--- src/rtl/flow_ctl_pkg.sv ---
package flow_ctl_pkg;

	// Register byte offsets on the APB bus.
	localparam logic [7:0] OFF_COMMAND = 8'h00;
	localparam logic [7:0] OFF_OPTION_TWO = 8'h04;
	localparam logic [7:0] OFF_OPTION_THREE = 8'h08;
	localparam logic [7:0] OFF_MODEM_OPTION_ONE = 8'h0C;
	localparam logic [7:0] OFF_SPECIAL_ONE = 8'h10;
	localparam logic [7:0] OFF_SPECIAL_TWO = 8'h14;
	localparam logic [7:0] OFF_SPECIAL_THREE = 8'h18;
	localparam logic [7:0] OFF_SPECIAL_FOUR = 8'h1C;
	localparam logic [7:0] OFF_FLOW_STATUS = 8'h20;
	localparam logic [7:0] OFF_TX_DATA = 8'h24;

	// Command codes written to the command register.
	localparam logic [7:0] CMD_TX_DISABLE = 8'h04;
	localparam logic [7:0] CMD_TX_ENABLE = 8'h08;
	localparam logic [4:0] CMD_SEND_SPECIAL = 5'h04;

	// Option register two field positions.
	localparam int O2_CTS_AUTO = 1;
	localparam int O2_RTS_AUTO = 2;
	localparam int O2_INBAND = 6;

	// Option register three field positions.
	localparam int O3_RX_REPORT = 3;
	localparam int O3_DETECT = 4;
	localparam int O3_TRANSPARENCY = 5;
	localparam int O3_XOFF_PAIR = 6;
	localparam int O3_XON_PAIR = 7;

	// Flow status register field positions.
	localparam int ST_REMOTE_ON = 0;
	localparam int ST_REMOTE_OFF = 1;
	localparam int ST_RX_ON_SENT = 2;
	localparam int ST_RX_OFF_SENT = 3;
	localparam int ST_TX_ENABLED = 4;
	localparam int ST_FIFO_FULL = 5;
	localparam int ST_SPECIAL_PENDING = 6;

	// Reset values.
	localparam logic [7:0] RESET_BYTE = 8'h00;
	localparam logic [31:0] RESET_WORD = 32'h0000_0000;

	// Timing: system clock and default line rate; bit time rounds down.
	localparam int CLK_HZ = 100_000_000;
	localparam int DEFAULT_BAUD = 115_200;
	localparam int BIT_CYCLES = CLK_HZ / DEFAULT_BAUD;
	localparam int FRAME_BITS = 10;

	// Transmit shifter states.
	typedef enum logic [1:0] {
		SH_IDLE = 2'b01,
		SH_BUSY = 2'b10
	} shift_state_t;

endpackage

--- src/rtl/serial_flow_control.sv ---
`timescale 1ns/100ps
// Notes on behaviour
// Command low three bits pick special character.
// Pair mode sends full two-character sequence.
// Specials go out despite disable or flow-off.
// Specials bypass FIFO, start within two characters.
// Specials wait for an active break.
// Sent Xoff clears flow-on, sets flow-off.
// Sent Xon clears flow-off, sets flow-on.
// Received data clears flow-on sent bit.
// Flow characters in FIFO are ignored.
// Gating acts on FIFO to holding move.
// Flow options in option two; threshold elsewhere.
// Status shows enable and remote flow state.
// Inband flow acts regardless of transparency.
// Transparency drops received flow characters.
// Reported flow characters carry special status.
// Disable halts after the current and the held characters finish.
// CTS auto mode gates each FIFO move.
// Up to two characters follow CTS negation.
// Specials ignore CTS in auto mode.
// RTS auto asserted throughout every transmission.
// RTS held until last stop bit ends.
// Xon is char one, Xoff char two.
// Pending special latched until its last character is loaded, then cleared.
module serial_flow_control import flow_ctl_pkg::*; #(
	parameter int FIFO_DEPTH = 8,
	parameter int BIT_TICKS = BIT_CYCLES
) (
	// Clock and reset.
	input wire logic clk,
	input wire logic rst,
	// APB slave.
	input wire logic psel,
	input wire logic penable,
	input wire logic pwrite,
	input wire logic [7:0] paddr,
	input wire logic [31:0] pwdata,
	output logic [31:0] prdata,
	output logic pready,
	output logic pslverr,
	// Received characters from the channel receiver.
	input wire logic rx_valid,
	input wire logic [7:0] rx_data,
	input wire logic rx_error,
	// Characters delivered toward the host receive path.
	output logic deliver_valid,
	output logic [7:0] deliver_data,
	output logic deliver_special,
	output logic [2:0] deliver_match,
	// Line side.
	input wire logic break_active,
	input wire logic cts_pin,
	output logic txd,
	output logic rts
);

	localparam int AW = $clog2(FIFO_DEPTH);
	localparam int TW = $clog2(BIT_TICKS + 1);
	localparam logic [TW-1:0] TICK_LAST = TW'(BIT_TICKS - 1);
	localparam logic [3:0] BITS_LAST = 4'(FRAME_BITS - 1);

	typedef struct packed {
		logic [FIFO_DEPTH-1:0][7:0] fifo;
		logic [AW-1:0] rd_ptr;
		logic [AW-1:0] wr_ptr;
		logic [AW:0] count;
		logic hold_valid;
		logic [7:0] hold_char;
		shift_state_t sh_state;
		logic [9:0] frame;
		logic [3:0] bit_idx;
		logic [TW-1:0] tick;
		logic tx_line;
		logic sh_tail;
		logic pend;
		logic [2:0] pend_sel;
		logic pend_second;
		logic [7:0] channel_option_two;
		logic [7:0] channel_option_three;
		logic [7:0] modem_change_option_one;
		logic [3:0][7:0] special_char;
		logic transmitter_enabled;
		logic remote_flow_off;
		logic remote_flow_on;
		logic rx_flow_off_sent;
		logic rx_flow_on_sent;
		logic prev_first_on;
		logic prev_first_off;
		logic [1:0] cts_sync;
		logic [31:0] rdata;
		logic dv;
		logic [7:0] ddata;
		logic dspecial;
		logic [2:0] dmatch;
	} state_t;

	state_t s_q, s_d;

	// Special character lookup, used for sends and for matching.
	function automatic logic [7:0] spec(input state_t s, input logic [1:0] idx);
		spec = s.special_char[idx];
	endfunction

	// Address decode shared by reads and writes.
	function automatic logic mapped(input logic [7:0] a);
		if (a == OFF_COMMAND) begin
			mapped = 1'b1;
		end else if (a >= OFF_OPTION_TWO && a <= OFF_TX_DATA && a[1:0] == 2'b00) begin
			mapped = 1'b1;
		end else begin
			mapped = 1'b0;
		end
	endfunction

	logic cts_ok;
	logic setup;
	logic wr_en;
	logic xon_pair;
	logic xoff_pair;
	logic on_hit;
	logic off_hit;
	logic is_flow;
	logic [2:0] match_idx;
	logic [7:0] st_byte;

	// The bus always answers in the access cycle; unmapped addresses flag an error.
	assign pready = 1'b1;
	assign pslverr = psel & penable & ~mapped(paddr);
	assign setup = psel & ~penable;
	assign wr_en = psel & penable & pwrite;
	assign prdata = s_q.rdata;
	assign deliver_valid = s_q.dv;
	assign deliver_data = s_q.ddata;
	assign deliver_special = s_q.dspecial;
	assign deliver_match = s_q.dmatch;
	assign txd = s_q.tx_line;

	// Pair modes and the synchronised clear-to-send level.
	assign xon_pair = s_q.channel_option_three[O3_XON_PAIR];
	assign xoff_pair = s_q.channel_option_three[O3_XOFF_PAIR];
	assign cts_ok = ~s_q.channel_option_two[O2_CTS_AUTO] | s_q.cts_sync[1];

	// RTS in auto mode covers queued data, holding, shifting, specials and breaks.
	// The line lags the shifter by one cycle, so the tail flag keeps RTS up to the stop bit's end.
	assign rts = s_q.channel_option_two[O2_RTS_AUTO] & ((s_q.count != '0) | s_q.hold_valid |
		(s_q.sh_state == SH_BUSY) | s_q.sh_tail | s_q.pend | break_active);

	// Status byte seen by software.
	always_comb begin
		st_byte = RESET_BYTE;
		st_byte[ST_REMOTE_ON] = s_q.remote_flow_on;
		st_byte[ST_REMOTE_OFF] = s_q.remote_flow_off;
		st_byte[ST_RX_ON_SENT] = s_q.rx_flow_on_sent;
		st_byte[ST_RX_OFF_SENT] = s_q.rx_flow_off_sent;
		st_byte[ST_TX_ENABLED] = s_q.transmitter_enabled;
		st_byte[ST_FIFO_FULL] = (s_q.count == (AW+1)'(FIFO_DEPTH));
		st_byte[ST_SPECIAL_PENDING] = s_q.pend;
	end

	// Received character matching against the programmed specials.
	always_comb begin
		on_hit = 1'b0;
		off_hit = 1'b0;
		match_idx = 3'd0;
		if (rx_valid && !rx_error && s_q.channel_option_three[O3_DETECT]) begin
			if (rx_data == spec(s_q, 2'd0)) begin
				match_idx = 3'd1;
			end else if (rx_data == spec(s_q, 2'd1)) begin
				match_idx = 3'd2;
			end else if (rx_data == spec(s_q, 2'd2)) begin
				match_idx = 3'd3;
			end else if (rx_data == spec(s_q, 2'd3)) begin
				match_idx = 3'd4;
			end
			// Single mode: one is Xon, two is Xoff; pair mode ends on three or four.
			on_hit = xon_pair ? (s_q.prev_first_on && rx_data == spec(s_q, 2'd2)) :
				(rx_data == spec(s_q, 2'd0));
			off_hit = xoff_pair ? (s_q.prev_first_off && rx_data == spec(s_q, 2'd3)) :
				(rx_data == spec(s_q, 2'd1));
		end
		is_flow = on_hit | off_hit;
	end

	// Next-state logic for the whole channel.
	always_comb begin
		logic [7:0] cmd;
		logic fifo_pop;
		logic fifo_push;
		logic load_special;
		logic load_hold;
		logic [7:0] sp_char;
		logic sp_last;
		cmd = pwdata[7:0];
		fifo_pop = 1'b0;
		fifo_push = 1'b0;
		load_special = 1'b0;
		load_hold = 1'b0;
		sp_char = RESET_BYTE;
		sp_last = 1'b1;
		s_d = s_q;
		s_d.dv = 1'b0;
		s_d.sh_tail = 1'b0;
		s_d.cts_sync = {s_q.cts_sync[0], cts_pin};

		// Register reads are captured in the setup cycle so data leaves a flop.
		if (setup && !pwrite) begin
			if (paddr == OFF_OPTION_TWO) begin
				s_d.rdata = {24'h00_0000, s_q.channel_option_two};
			end else if (paddr == OFF_OPTION_THREE) begin
				s_d.rdata = {24'h00_0000, s_q.channel_option_three};
			end else if (paddr == OFF_MODEM_OPTION_ONE) begin
				s_d.rdata = {24'h00_0000, s_q.modem_change_option_one};
			end else if (paddr >= OFF_SPECIAL_ONE && paddr <= OFF_SPECIAL_FOUR) begin
				s_d.rdata = {24'h00_0000, spec(s_q, paddr[3:2])};
			end else if (paddr == OFF_FLOW_STATUS) begin
				s_d.rdata = {24'h00_0000, st_byte};
			end else begin
				s_d.rdata = RESET_WORD;
			end
		end

		// Register writes; a full FIFO drops the written byte.
		if (wr_en) begin
			if (paddr == OFF_COMMAND) begin
				if (cmd[7:3] == CMD_SEND_SPECIAL && cmd[2:0] >= 3'd1 && cmd[2:0] <= 3'd4) begin
					s_d.pend = 1'b1;
					s_d.pend_sel = cmd[2:0];
					s_d.pend_second = 1'b0;
				end else if (cmd == CMD_TX_ENABLE || cmd == CMD_TX_DISABLE) begin
					s_d.transmitter_enabled = (cmd == CMD_TX_ENABLE);
					s_d.remote_flow_off = 1'b0;
					s_d.remote_flow_on = 1'b0;
				end
			end else if (paddr == OFF_OPTION_TWO) begin
				s_d.channel_option_two = cmd;
			end else if (paddr == OFF_OPTION_THREE) begin
				s_d.channel_option_three = cmd;
			end else if (paddr == OFF_MODEM_OPTION_ONE) begin
				s_d.modem_change_option_one = cmd;
			end else if (paddr >= OFF_SPECIAL_ONE && paddr <= OFF_SPECIAL_FOUR) begin
				s_d.special_char[paddr[3:2]] = cmd;
			end else if (paddr == OFF_TX_DATA) begin
				fifo_push = (s_q.count != (AW+1)'(FIFO_DEPTH));
			end
		end

		// Remote flow from received Xon/Xoff, independent of transparency.
		if (rx_valid) begin
			s_d.prev_first_on = ~rx_error & (rx_data == spec(s_q, 2'd0));
			s_d.prev_first_off = ~rx_error & (rx_data == spec(s_q, 2'd1));
			s_d.rx_flow_on_sent = 1'b0;
			if (s_q.channel_option_two[O2_INBAND] && s_q.channel_option_three[O3_DETECT]) begin
				if (off_hit) begin
					s_d.remote_flow_off = 1'b1;
					s_d.remote_flow_on = 1'b0;
				end else if (on_hit) begin
					s_d.remote_flow_off = 1'b0;
					s_d.remote_flow_on = 1'b1;
				end
			end
			// Deliver to the host unless a flow character is stripped.
			if (!(is_flow && s_q.channel_option_three[O3_TRANSPARENCY])) begin
				s_d.dv = 1'b1;
				s_d.ddata = rx_data;
				s_d.dspecial = s_q.channel_option_three[O3_RX_REPORT] && match_idx != 3'd0;
				s_d.dmatch = s_d.dspecial ? match_idx : 3'd0;
			end
		end

		// A special character takes the free shifter ahead of holding and FIFO data.
		if (s_q.sh_state == SH_IDLE && s_q.pend && !break_active) begin
			load_special = 1'b1;
			sp_char = spec(s_q, 2'(s_q.pend_sel - 3'd1));
			if (s_q.pend_second) begin
				sp_char = spec(s_q, 2'(s_q.pend_sel + 3'd1));
			end else if ((s_q.pend_sel == 3'd1 && xon_pair) || (s_q.pend_sel == 3'd2 && xoff_pair)) begin
				sp_last = 1'b0;
			end
			s_d.pend = ~sp_last;
			s_d.pend_second = ~sp_last;
			if (sp_last && s_q.pend_sel == 3'd2) begin
				s_d.rx_flow_on_sent = 1'b0;
				s_d.rx_flow_off_sent = 1'b1;
			end else if (sp_last && s_q.pend_sel == 3'd1) begin
				s_d.rx_flow_off_sent = 1'b0;
				s_d.rx_flow_on_sent = 1'b1;
			end
		end else if (s_q.sh_state == SH_IDLE && s_q.hold_valid) begin
			load_hold = 1'b1;
		end

		// Gated FIFO to holding move: enable, remote flow and CTS act only here.
		if ((!s_q.hold_valid || load_hold) && s_q.count != '0 && s_q.transmitter_enabled &&
			!s_q.remote_flow_off && cts_ok) begin
			fifo_pop = 1'b1;
			s_d.hold_valid = 1'b1;
			s_d.hold_char = s_q.fifo[s_q.rd_ptr];
			s_d.rd_ptr = AW'(s_q.rd_ptr + 1'b1);
			// A flow-on set by an Xon in this same cycle wins over the resume clear.
			s_d.remote_flow_on = s_d.remote_flow_on & ~s_q.remote_flow_on;
		end else if (load_hold) begin
			s_d.hold_valid = 1'b0;
		end

		if (fifo_push) begin
			s_d.fifo[s_q.wr_ptr] = cmd;
			s_d.wr_ptr = AW'(s_q.wr_ptr + 1'b1);
		end
		s_d.count = (AW+1)'(s_q.count + fifo_push - fifo_pop);

		// Shifter: start bit, eight data bits, stop bit, then idle high.
		case (s_q.sh_state)
			SH_IDLE: begin
				s_d.tx_line = 1'b1;
				if (load_special || load_hold) begin
					s_d.frame = {1'b1, load_special ? sp_char : s_q.hold_char, 1'b0};
					s_d.bit_idx = 4'd0;
					s_d.tick = '0;
					s_d.sh_state = SH_BUSY;
				end
			end
			SH_BUSY: begin
				s_d.tx_line = s_q.frame[0];
				if (s_q.tick == TICK_LAST) begin
					s_d.tick = '0;
					s_d.frame = {1'b1, s_q.frame[9:1]};
					s_d.bit_idx = 4'(s_q.bit_idx + 1'b1);
					if (s_q.bit_idx == BITS_LAST) begin
						s_d.sh_state = SH_IDLE;
						s_d.sh_tail = 1'b1;
					end
				end else begin
					s_d.tick = TW'(s_q.tick + 1'b1);
				end
			end
			default: begin
				s_d.sh_state = SH_IDLE;
			end
		endcase
	end

	// Single state register; reset returns every field to a constant.
	always_ff @(posedge clk) begin
		if (rst) begin
			s_q <= '0;
			s_q.sh_state <= SH_IDLE;
			s_q.tx_line <= 1'b1;
		end else begin
			s_q <= s_d;
		end
	end

endmodule // serial_flow_control

--- config.mk ---
export PLATFORM = sky130hd
export DESIGN_NAME = serial_flow_control
export DESIGN_NICKNAME = d
export VERILOG_FILES = /design/src/rtl/flow_ctl_pkg.sv /design/src/rtl/serial_flow_control.sv
export SDC_FILE = /design/constraint.sdc
export NUM_CORES = 1
export LEC_CHECK = 0
export BUFFER_PORTS_ARGS = -buffer_cell sky130_fd_sc_hd__buf_2
export CELL_PAD_IN_SITES_DETAIL_PLACEMENT = 0
export CELL_PAD_IN_SITES_GLOBAL_PLACEMENT = 1
export CORE_UTILIZATION = 30
export CTS_CLUSTER_DIAMETER = 120
export DETAILED_ROUTE_END_ITERATION = 6
export PLACE_DENSITY_LB_ADDON = 0.25
export SLEW_MARGIN = 10
export SYNTH_ARGS = -nofsm -noshare
export SYNTH_HDL_FRONTEND = slang
export SYNTH_SLANG_ARGS = --single-unit
--- constraint.sdc ---
create_clock -name clk -period 6.4 [get_ports clk]
set_clock_uncertainty 0.1 [all_clocks]
set_input_delay 1.28 -clock clk [delete_from_list [all_inputs] [get_ports clk]]
set_output_delay 1.28 -clock clk [all_outputs]
set_load 0.005 [all_outputs]
==> metrics.cfg, run 1 <==
[synthesis]
yosysTopAreaCellShare_pct=40.60
synth_seq_area_share_pct=40.60
netlist_instances=1049
synthTopCellsByArea=dfxtp_1, mux2i_1, mux4_2, nor2_1, xor2_1
synth_edf_count=0
synth.most_common_cell=dfxtp_1
syn_area_per_cell_um2=9.496
synth_top_area_cell=dfxtp_1
synth.top_cells.by_count=dfxtp_1, nor2_1, mux2i_1
syn_area_um2=9961
ys_async_sr_fraction_pct=0
synth_ff_type=dfxtp_1
yosys_warnings=0
synth_cell_types=59
synth_seq_cells=202

[global_route]
grt_usage_pct=15.76
grt_start_max_net_pins=78
grt_pass1_wl_mm=41.37
grt_pass1_vias=6919
overflow=0
antenna_found_initial=0

[hold_path]
hold_path_class=flip-flop to flip-flop

[placement]
hpwl_mm=17.40
gp_congestion=0.7910
portBuffers=56

[pwr]
p_int_mw=2.091
p_leak_nw=4.570
clkPwrFrac_pct=45.8
power_density_nw_per_um2=255.7
seqPwrFrac_pct=45.3
switchingPower_mw=0.7427
p_sw_share_pct=26.21
irDropWorstVdd_mv=0.1774
power_frac_comb_pct=8.9

[sta]
drv_slew=0
setup_viol=0
setup_tns_ns=0
max_freq_mhz=265.7
finalCritPeriodShare_pct=58.80
hold_viol=0
worstMarginPinSlew_ns=1.111
layout_min_cycle_time_ns=3.763
relSlewSlack_pct=25.39
rsz0062_at_grt=false

[finish]
syn_to_final_growth_pct=11.27
seq_area_um2=4044
layout.nets=1112
postLayoutCoreUtil_pct=33.98
fillCellCount=3379
drive_gt1_share_pct=14.30
antenna_cells=0
multi_input_area_um2=5305

[detailed_routing]
drtIter0Drc=401
vias=7230
drc_errors=0
detailedRoute.firstPassIterationCount=4
drtAntennaViolNets=0
wl_mm=26.27
wl_per_cell_um=17.53
viasPerCell=4.826

[critical_path]
crit_path_start_kind=primary input
crit_path_max_fanout=17
crit_slowest_cell=buf_2
slowest_delay_ns=0.45
crit_type=primary input to flip-flop
path_cells=buf_2 -> nand2b_1 -> a211oi_1 -> and3_1 -> inv_4 -> ha_1 -> inv_1 -> ha_1 -> inv_1 -> fa_1 -> xor2_1 -> nor2_1
cp.required_ns=6.68
critPathArrivalTime_ns=4.04
cp-end-kind=flip-flop

[clock_network]
clkTransAtPathRegs_ns=0.06
clock-sinks=202
cts_resized=0
cts_max_level=1
clk-insertion-delay-late_ns=0.54
cts_setup_buffers=0
cts_buffers=24
clockBufferDepth=3
cts_tree=built
clockRootBuffer=clkbuf_16
hold_buffers=0

[floorplan]
core_um2=32620
io_pins=106
initial_core_util_pct=30.54
die_area_um2=33940
die_y_um=184.2
fp.dieW_um=184.2
num_rows=66

[outcome]
status=completed

[run]
maxCapViolations=0

[state kept, by name (all words and copies together), names as in the netlist]
register         cells
s_q                179
deliver_data         8
prdata               8
deliver_match        3
deliver_special      1
deliver_valid        1
s_d                  1
txd                  1
[metal layers]
layer | GRT usage (%) | up-vias | wire length [µm]
met1 | 22.86 | 3484 | 13200
met2 | 24.06 | 139 | 11390
met3 | 2.845 | 36 | 1206
met5 | 0 | - | 0
met4 | 3.500 | 0 | 469
li1 | - | 3571 | -
[power by group through the flow]
stage / combinational (mW) / clock [mW] / sequential [mW]
floorplan: 0.194 / 0 / 1.31
global placement: 0.253 / 0 / 1.31
detailed placement: 0.252 / 0 / 1.31
CTS: 0.253 / 1.34 / 1.29
global route: 0.280 / 1.40 / 1.29
finish: 0.252 / 1.30 / 1.29
[worst max-delay path: cells and delay by family]
kind	cells	cell delay (ns)
adders and majority gates	3	0.83
buffers and inverters	4	0.70
and+or+nand+nor	3	0.81
AOI/OAI and AO/OA	1	0.28
xor gates and xnor gates	1	0.14
[stage by stage]
stage	setup slack (ns)	hold slack, ns	std cells	instance area [µm²]	power [mW]
CTS	2.637	0.3518	1498	11080	2.879
finish	2.637	0.3464	1498	11080	2.834
floorplan	2.809	0.3138	1072	10050	1.505
global route	2.395	0.3630	1498	11080	2.962
detailed placement	2.086	0.3383	1455	10330	1.566
global placement	2.071	0.3327	1455	10330	1.566
[layout make-up]
class                           count  area share [%]
Multi-Input combinational cell    728           47.87
Sequential cell                   202           36.49
Clock buffer                       34           6.119
Tap cell                          442           4.990
Timing Repair Buffer               66           3.263
Clock inverter                      9          0.6774
Inverter                           17          0.5983
[cells in the final DEF (no fill, tap or decap), types with 9 or more instances in the layout]
| cell | instances |
|---|---|
| a211oi_1 | 10 |
| a21o_1 | 9 |
| a21oi_1 | 37 |
| a22oi_1 | 9 |
| buf_2 | 55 |
| buf_4 | 10 |
| clkbuf_16 | 24 |
| conb_1 | 25 |
| dfxtp_1 | 202 |
| ha_1 | 15 |
| inv_1 | 16 |
| mux2i_1 | 134 |
| mux4_2 | 32 |
| nand2_1 | 60 |
| nand2b_1 | 30 |
| nand3_1 | 34 |
| nor2_1 | 152 |
| nor4_1 | 10 |
| o21ai_0 | 22 |
| xor2_1 | 45 |
[worst paths after layout]
path	slack [ns]	from	endpoint	cells past startpoint
min	0.35	prdata[0]$_SDFFE_PP0P_	prdata[0]$_SDFFE_PP0P_	1
max reg2reg	2.99	s_q[141]$_SDFFE_PP1P_	s_q[139]$_SDFFE_PP0P_	7
max	2.64	paddr[2]	s_q[154]$_SDFF_PP0_	12
min reg2reg	0.35	prdata[0]$_SDFFE_PP0P_	prdata[0]$_SDFFE_PP0P_	1
[cells by family after synthesis]
kind of cell             Yosys count  share of synthesized area, %
AO/OA/AOI/OAI                    123                         8.014
XOR/XNOR                          52                         4.572
AND/OR/NAND/NOR                  346                         16.69
multiplexers                     166                         20.70
buffers and inverters            142                         7.260
other                              2                       0.07540
flip-flops                       202                         40.60
adder cells (fa/ha/maj)           16                         2.085
(Power assumes the default switching activity.)
==> run 2, diff against run 1 <==
--- a/config.mk
+++ b/config.mk
@@ -5,6 +5,7 @@
 export SDC_FILE = /design/constraint.sdc
 export NUM_CORES = 1
 export LEC_CHECK = 0
+export ABC_AREA = 1
 export BUFFER_PORTS_ARGS = -buffer_cell sky130_fd_sc_hd__buf_2
 export CELL_PAD_IN_SITES_DETAIL_PLACEMENT = 0
 export CELL_PAD_IN_SITES_GLOBAL_PLACEMENT = 1
==> constraint.sdc (replaced) <==
create_clock -name clk -period 3.75 [get_ports clk]
set_clock_uncertainty 0.1 [all_clocks]
set_input_delay 0.75 -clock clk [delete_from_list [all_inputs] [get_ports clk]]
set_output_delay 0.75 -clock clk [all_outputs]
set_load 0.005 [all_outputs]
==> metrics.cfg, run 2 <==
[outcome]
status=completed

[clock_network]
hold_buffers=0
cts_setup_buffers=0
clockRootBuffer=clkbuf_16
cts_resized=0
cts_max_level=1
clk-insertion-delay-late_ns=0.53
cts_tree=built
clock-sinks=202
clockBufferDepth=3
cts_buffers=25
clkTransAtPathRegs_ns=0.05

[finish]
postLayoutCoreUtil_pct=34.36
largest_register_ffs=179
syn_to_final_growth_pct=11.82
antenna_cells=0
stdcell_area_um2=11290
layout.nets=1480
fillCellCount=3623
multi_input_area_um2=4752
layout_commonest_cell=a21oi_1
regMostFlops=s_q
drive_gt1_share_pct=10.88
final_cell_mix=a21oi_1, dfxtp_1, o21ai_0
seq_area_um2=4044

[synthesis]
yosysTopAreaCellShare_pct=40.04
synth_ff_type=dfxtp_1
synth_seq_cells=202
syn_area_um2=10100
synth_seq_area_share_pct=40.04
synth.most_common_cell=a21oi_1
netlist_instances=1396
synth_cell_types=51
synth.top_cells.by_count=a21oi_1, dfxtp_1, o21ai_0
synthTopCellsByArea=dfxtp_1, a21oi_1, o21ai_0, nand2_1, inv_1
synth_top_area_cell=dfxtp_1
syn_area_per_cell_um2=7.235
yosys_warnings=0
ys_async_sr_fraction_pct=0
synth_edf_count=0

[critical_path]
ff2ff_path_depth=15
critPathArrivalTime_ns=1.99
cp_common_cell=buf_2
r2r-start=s_q[141]$_SDFFE_PP1P_
cp.required_ns=2.90
crit_path_max_fanout=9
crit_slowest_cell=nor2_2
reg2reg_to=s_q[154]$_SDFF_PP0_
crit_path_start_kind=primary input
r2r_slack_ns=1.09
path_cells=buf_2 -> nor2_2 -> inv_1 -> o21ai_0 -> a311oi_1 -> buf_2
crit_type=primary input to primary output
cp-end-kind=primary output
slowest_delay_ns=0.41

[floorplan]
num_rows=66
core_um2=32870
die_y_um=185.5
io_pins=106
fp.dieW_um=185.5
initial_core_util_pct=30.73
die_area_um2=34400

[pwr]
irDropWorstVdd_mv=0.2994
power_density_nw_per_um2=439.7
p_leak_nw=4.187
p_total_mw=4.966

[placement]
gp_congestion=0.8583
portBuffers=56
hpwl_mm=21.21
placed_cell_area_um2=10480

[global_route]
grt_pass1_vias=7882
grt_usage_pct=17.96
grt_pass1_wl_mm=46.98
antenna_found_initial=0
grt_start_max_net_pins=80
overflow=0

[hold_path]
whs_path_depth=2
hold_end=s_q[46]$_SDFF_PP0_
hold_start=s_d[46]$_SDFF_PP0_
hold_path_class=flip-flop to flip-flop

[detailed_routing]
drc_errors=0
vias=8792
wl_met1_mm=14.95
drtIter0Drc=596
viasPerCell=4.712
routed-wl-met2_mm=14.09
detailedRoute.firstPassIterationCount=7
wl_per_cell_um=16.50
drtAntennaViolNets=0
wl_met3_mm=1.009
highest_layer=met4
wl_mm=30.80

[sta]
relSlewSlack_pct=37.61
setup_viol=0
layout_min_cycle_time_ns=2.841
setup_tns_ns=0
worstMarginPinSlew_ns=0.9349
rsz0062_at_grt=false
finalCritPeriodShare_pct=75.76
drv_slew=0
max_freq_mhz=352.0
hold_viol=0
whs_ns=0.3051

[run]
maxCapViolations=0

run 2: cell types whose count changed in the layout (fill, tap and decap cells not counted), sizes merged, moves of 9 or more:
cell	previous run	this run
nand2b	30	0
mux2i	134	0
xnor2	7	18
mux4	32	0
nor2	153	81
xor2	45	7
nor4	12	2
a21o	9	0
nor3	8	17
nand2	60	205
o211ai	1	16
inv	17	184
o21ai	22	207
a21oi	37	243
run 2: worst max path at each step:
stage / endpoint / slack, ns / start / cells past startpoint
2_1_floorplan: s_q[154]$_SDFF_PP0_ / 0.98 / break_active / 14
3_3_place_gp: s_q[154]$_SDFF_PP0_ / 0.58 / paddr[1] / 14
3_5_place_dp: s_q[154]$_SDFF_PP0_ / 0.58 / paddr[1] / 14
4_1_cts: pslverr / 0.89 / paddr[2] / 6
5_1_grt: pslverr / 0.82 / paddr[2] / 6
6_report: pslverr / 0.91 / paddr[2] / 6
run 2: area by class of cell:
class	count	area share (%)
well taps	442	4.897
multi-input cells	916	42.08
clock buffers	38	6.681
clock inverters	6	0.4875
inverters	190	6.393
repair buffers	72	3.656
flip-flops and latches	202	35.81
run 2: power breakdown:
part	internal (mW)	switching, mW
clock	1.44	0.935
combinational	0.112	0.276
sequential	2.18	0.0196
run 2: routing by layer:
layer	vias up	global-route usage, %
li1	4573	-
met4	0	5.058
met2	161	29.56
met1	4022	24.79
met3	36	1.780
met5	-	0
run 2: cells by family (layout without fill, tap and decap cells):
kind of cell	Yosys count	count (layout)	share of synthesized area (%)
AND/OR/NAND/NOR	361	361	16.22
other	2	25	0.07436
adder cells (fa/ha/maj)	16	16	2.056
buffers and inverters	301	306	13.76
flip-flops	202	202	40.04
XOR/XNOR	25	25	2.168
AO/OA/AOI/OAI	489	489	25.68
run 2: metrics by stage:
step / worst slack (ns) / cells
after floorplan: 0.9769 / 1419
after global placement: 0.5769 / 1822
after detailed placement: 0.5832 / 1822
after CTS: 0.8917 / 1866
after global routing: 0.8165 / 1866
final: 0.9091 / 1866
run 2: worst max-delay path, delay by kind of cell:
family          cells  cell delay, ns
simple gates        1            0.41
compound gates      2            0.32
buf+inv             3            0.51
==> run 3, diff against run 2 <==
==> constraint.sdc (replaced) <==
create_clock -name clk -period 2.8 [get_ports clk]
set_clock_uncertainty 0.1 [all_clocks]
set_input_delay 0.56 -clock clk [delete_from_list [all_inputs] [get_ports clk]]
set_output_delay 0.56 -clock clk [all_outputs]
set_load 0.005 [all_outputs]
==> metrics.cfg, run 3 (same netlist as run 2, synthesis figures left out) <==
[outcome]
status=completed

[clock_network]
cts_buffers=25
cts_resized=0
cts_max_level=1
clk-insertion-delay-late_ns=0.52
clock-sinks=202
cts_setup_buffers=0
hold_buffers=0
clockBufferDepth=3
clockRootBuffer=clkbuf_16
cts_tree=built
clkTransAtPathRegs_ns=0.06

[placement]
gp_congestion=0.8449
hpwl_mm=21.85
portBuffers=56

[global_route]
grt_usage_pct=18.60
grt_pass1_vias=8182
grt_start_max_net_pins=82
antenna_found_initial=0
overflow=0
grt_pass1_wl_mm=48.73

[floorplan]
io_pins=106
die_area_um2=34400
initial_core_util_pct=30.73
num_rows=66
core_um2=32870
fp.dieW_um=185.5
die_y_um=185.5

[sta]
worstMarginPinSlew_ns=0.5806
drv_slew=0
finalCritPeriodShare_pct=92.46
hold_viol=0
rsz0062_at_grt=false
setup_viol=0
max_freq_mhz=386.3
relSlewSlack_pct=61.20
layout_min_cycle_time_ns=2.589

[pwr]
clkPwrFrac_pct=47.7
p_sw_share_pct=25.11
switchingPower_mw=1.684
power_density_nw_per_um2=583.0
irDropWorstVdd_mv=0.4437
power_frac_comb_pct=8.4
p_leak_nw=4.324
seqPwrFrac_pct=44.0
p_total_mw=6.705
p_int_mw=5.022

[detailed_routing]
detailedRoute.firstPassIterationCount=5
viasPerCell=4.672
drtIter0Drc=499
drtAntennaViolNets=0
wl_per_cell_um=16.52
vias=8844
drc_errors=0
wl_mm=31.28

[critical_path]
crit_path_start_kind=flip-flop
path_cells=inv_1 -> ha_1 -> nor3_1 -> a41oi_1 -> buf_2
cp-end-kind=primary output
crit_type=flip-flop to primary output
slowest_delay_ns=0.45
crit_start=s_q[141]$_SDFFE_PP1P_
crit_slowest_cell=ha_1
r2r-start=s_q[142]$_SDFFE_PP0P_
crit_path_max_fanout=13
cp.required_ns=2.14
critPathArrivalTime_ns=1.93

[hold_path]
hold_start=cts_pin
hold_path_class=primary input to flip-flop

[finish]
layout_commonest_cell=a21oi_1
postLayoutCoreUtil_pct=35.00
syn_to_final_growth_pct=13.89
antenna_cells=0
largest_register_ffs=179
fillCellCount=3651
drive_gt1_share_pct=12.68
layout.nets=1508
regMostFlops=s_q
final_cell_mix=a21oi_1, dfxtp_1, o21ai_0

[run]
maxCapViolations=0

-- run 3: worst paths after layout --
kind         cells past startpoint  slack [ns]             endpoint
min reg2reg                      2        0.30   s_q[46]$_SDFF_PP0_
max reg2reg                     16        0.30  s_q[154]$_SDFF_PP0_
min                              3        0.15   s_d[46]$_SDFF_PP0_
max                              5        0.21                  rts
-- run 3: power groups by stage --
stage	clock (mW)	combinational (mW)	sequential, mW
4_1_cts	3.30	0.569	2.95
6_report	3.20	0.562	2.95
3_5_place_dp	0	0.565	3.01
5_1_grt	3.42	0.633	2.95
2_1_floorplan	0	0.374	3.01
3_3_place_gp	0	0.562	3.01
-- run 3: layout make-up --
type	instances	area [µm²]	area share [%]
Multi-Input combinational cell	916	4752	41.31
Sequential cell	202	4044	35.16
Inverter	190	721.9	6.277
Clock buffer	32	691.9	6.015
Timing Repair Buffer	100	623.1	5.417
Tap cell	442	553.0	4.808
Clock inverter	11	116.4	1.012
-- run 3: critical path: cells and delay by family, from the launching register on --
kind	cells	cell delay, ns
compound gates	1	0.28
fa+ha+maj	1	0.45
buf+inv	2	0.24
flops	1	0.32
simple gates	1	0.12
-- run 3: through the flow --
stage | hold WS [ns] | cells | TNS [ns] | worst slack, ns | instance area (µm²)
after global placement | 0.3006 | 1850 | -0.008657 | -0.008657 | 10690
after global routing | 0.1476 | 1893 | 0 | 0.04860 | 11500
after CTS | 0.1349 | 1893 | 0 | 0.1489 | 11500
after detailed placement | 0.2979 | 1850 | 0 | 0.007826 | 10690
after floorplan | 0.2883 | 1419 | 0 | 0.1587 | 10190
final | 0.1514 | 1893 | 0 | 0.2112 | 11500
-- run 3: routing by layer --
metal	track usage (%)	part of all wire (%)	routed length (µm)	vias to the layer above
met5	0	0	0	-
met4	6.314	3.2	989	0
met2	29.93	45	14110	157
met3	2.211	3.4	1055	48
li1	-	-	-	4637
met1	25.58	48	15120	4002
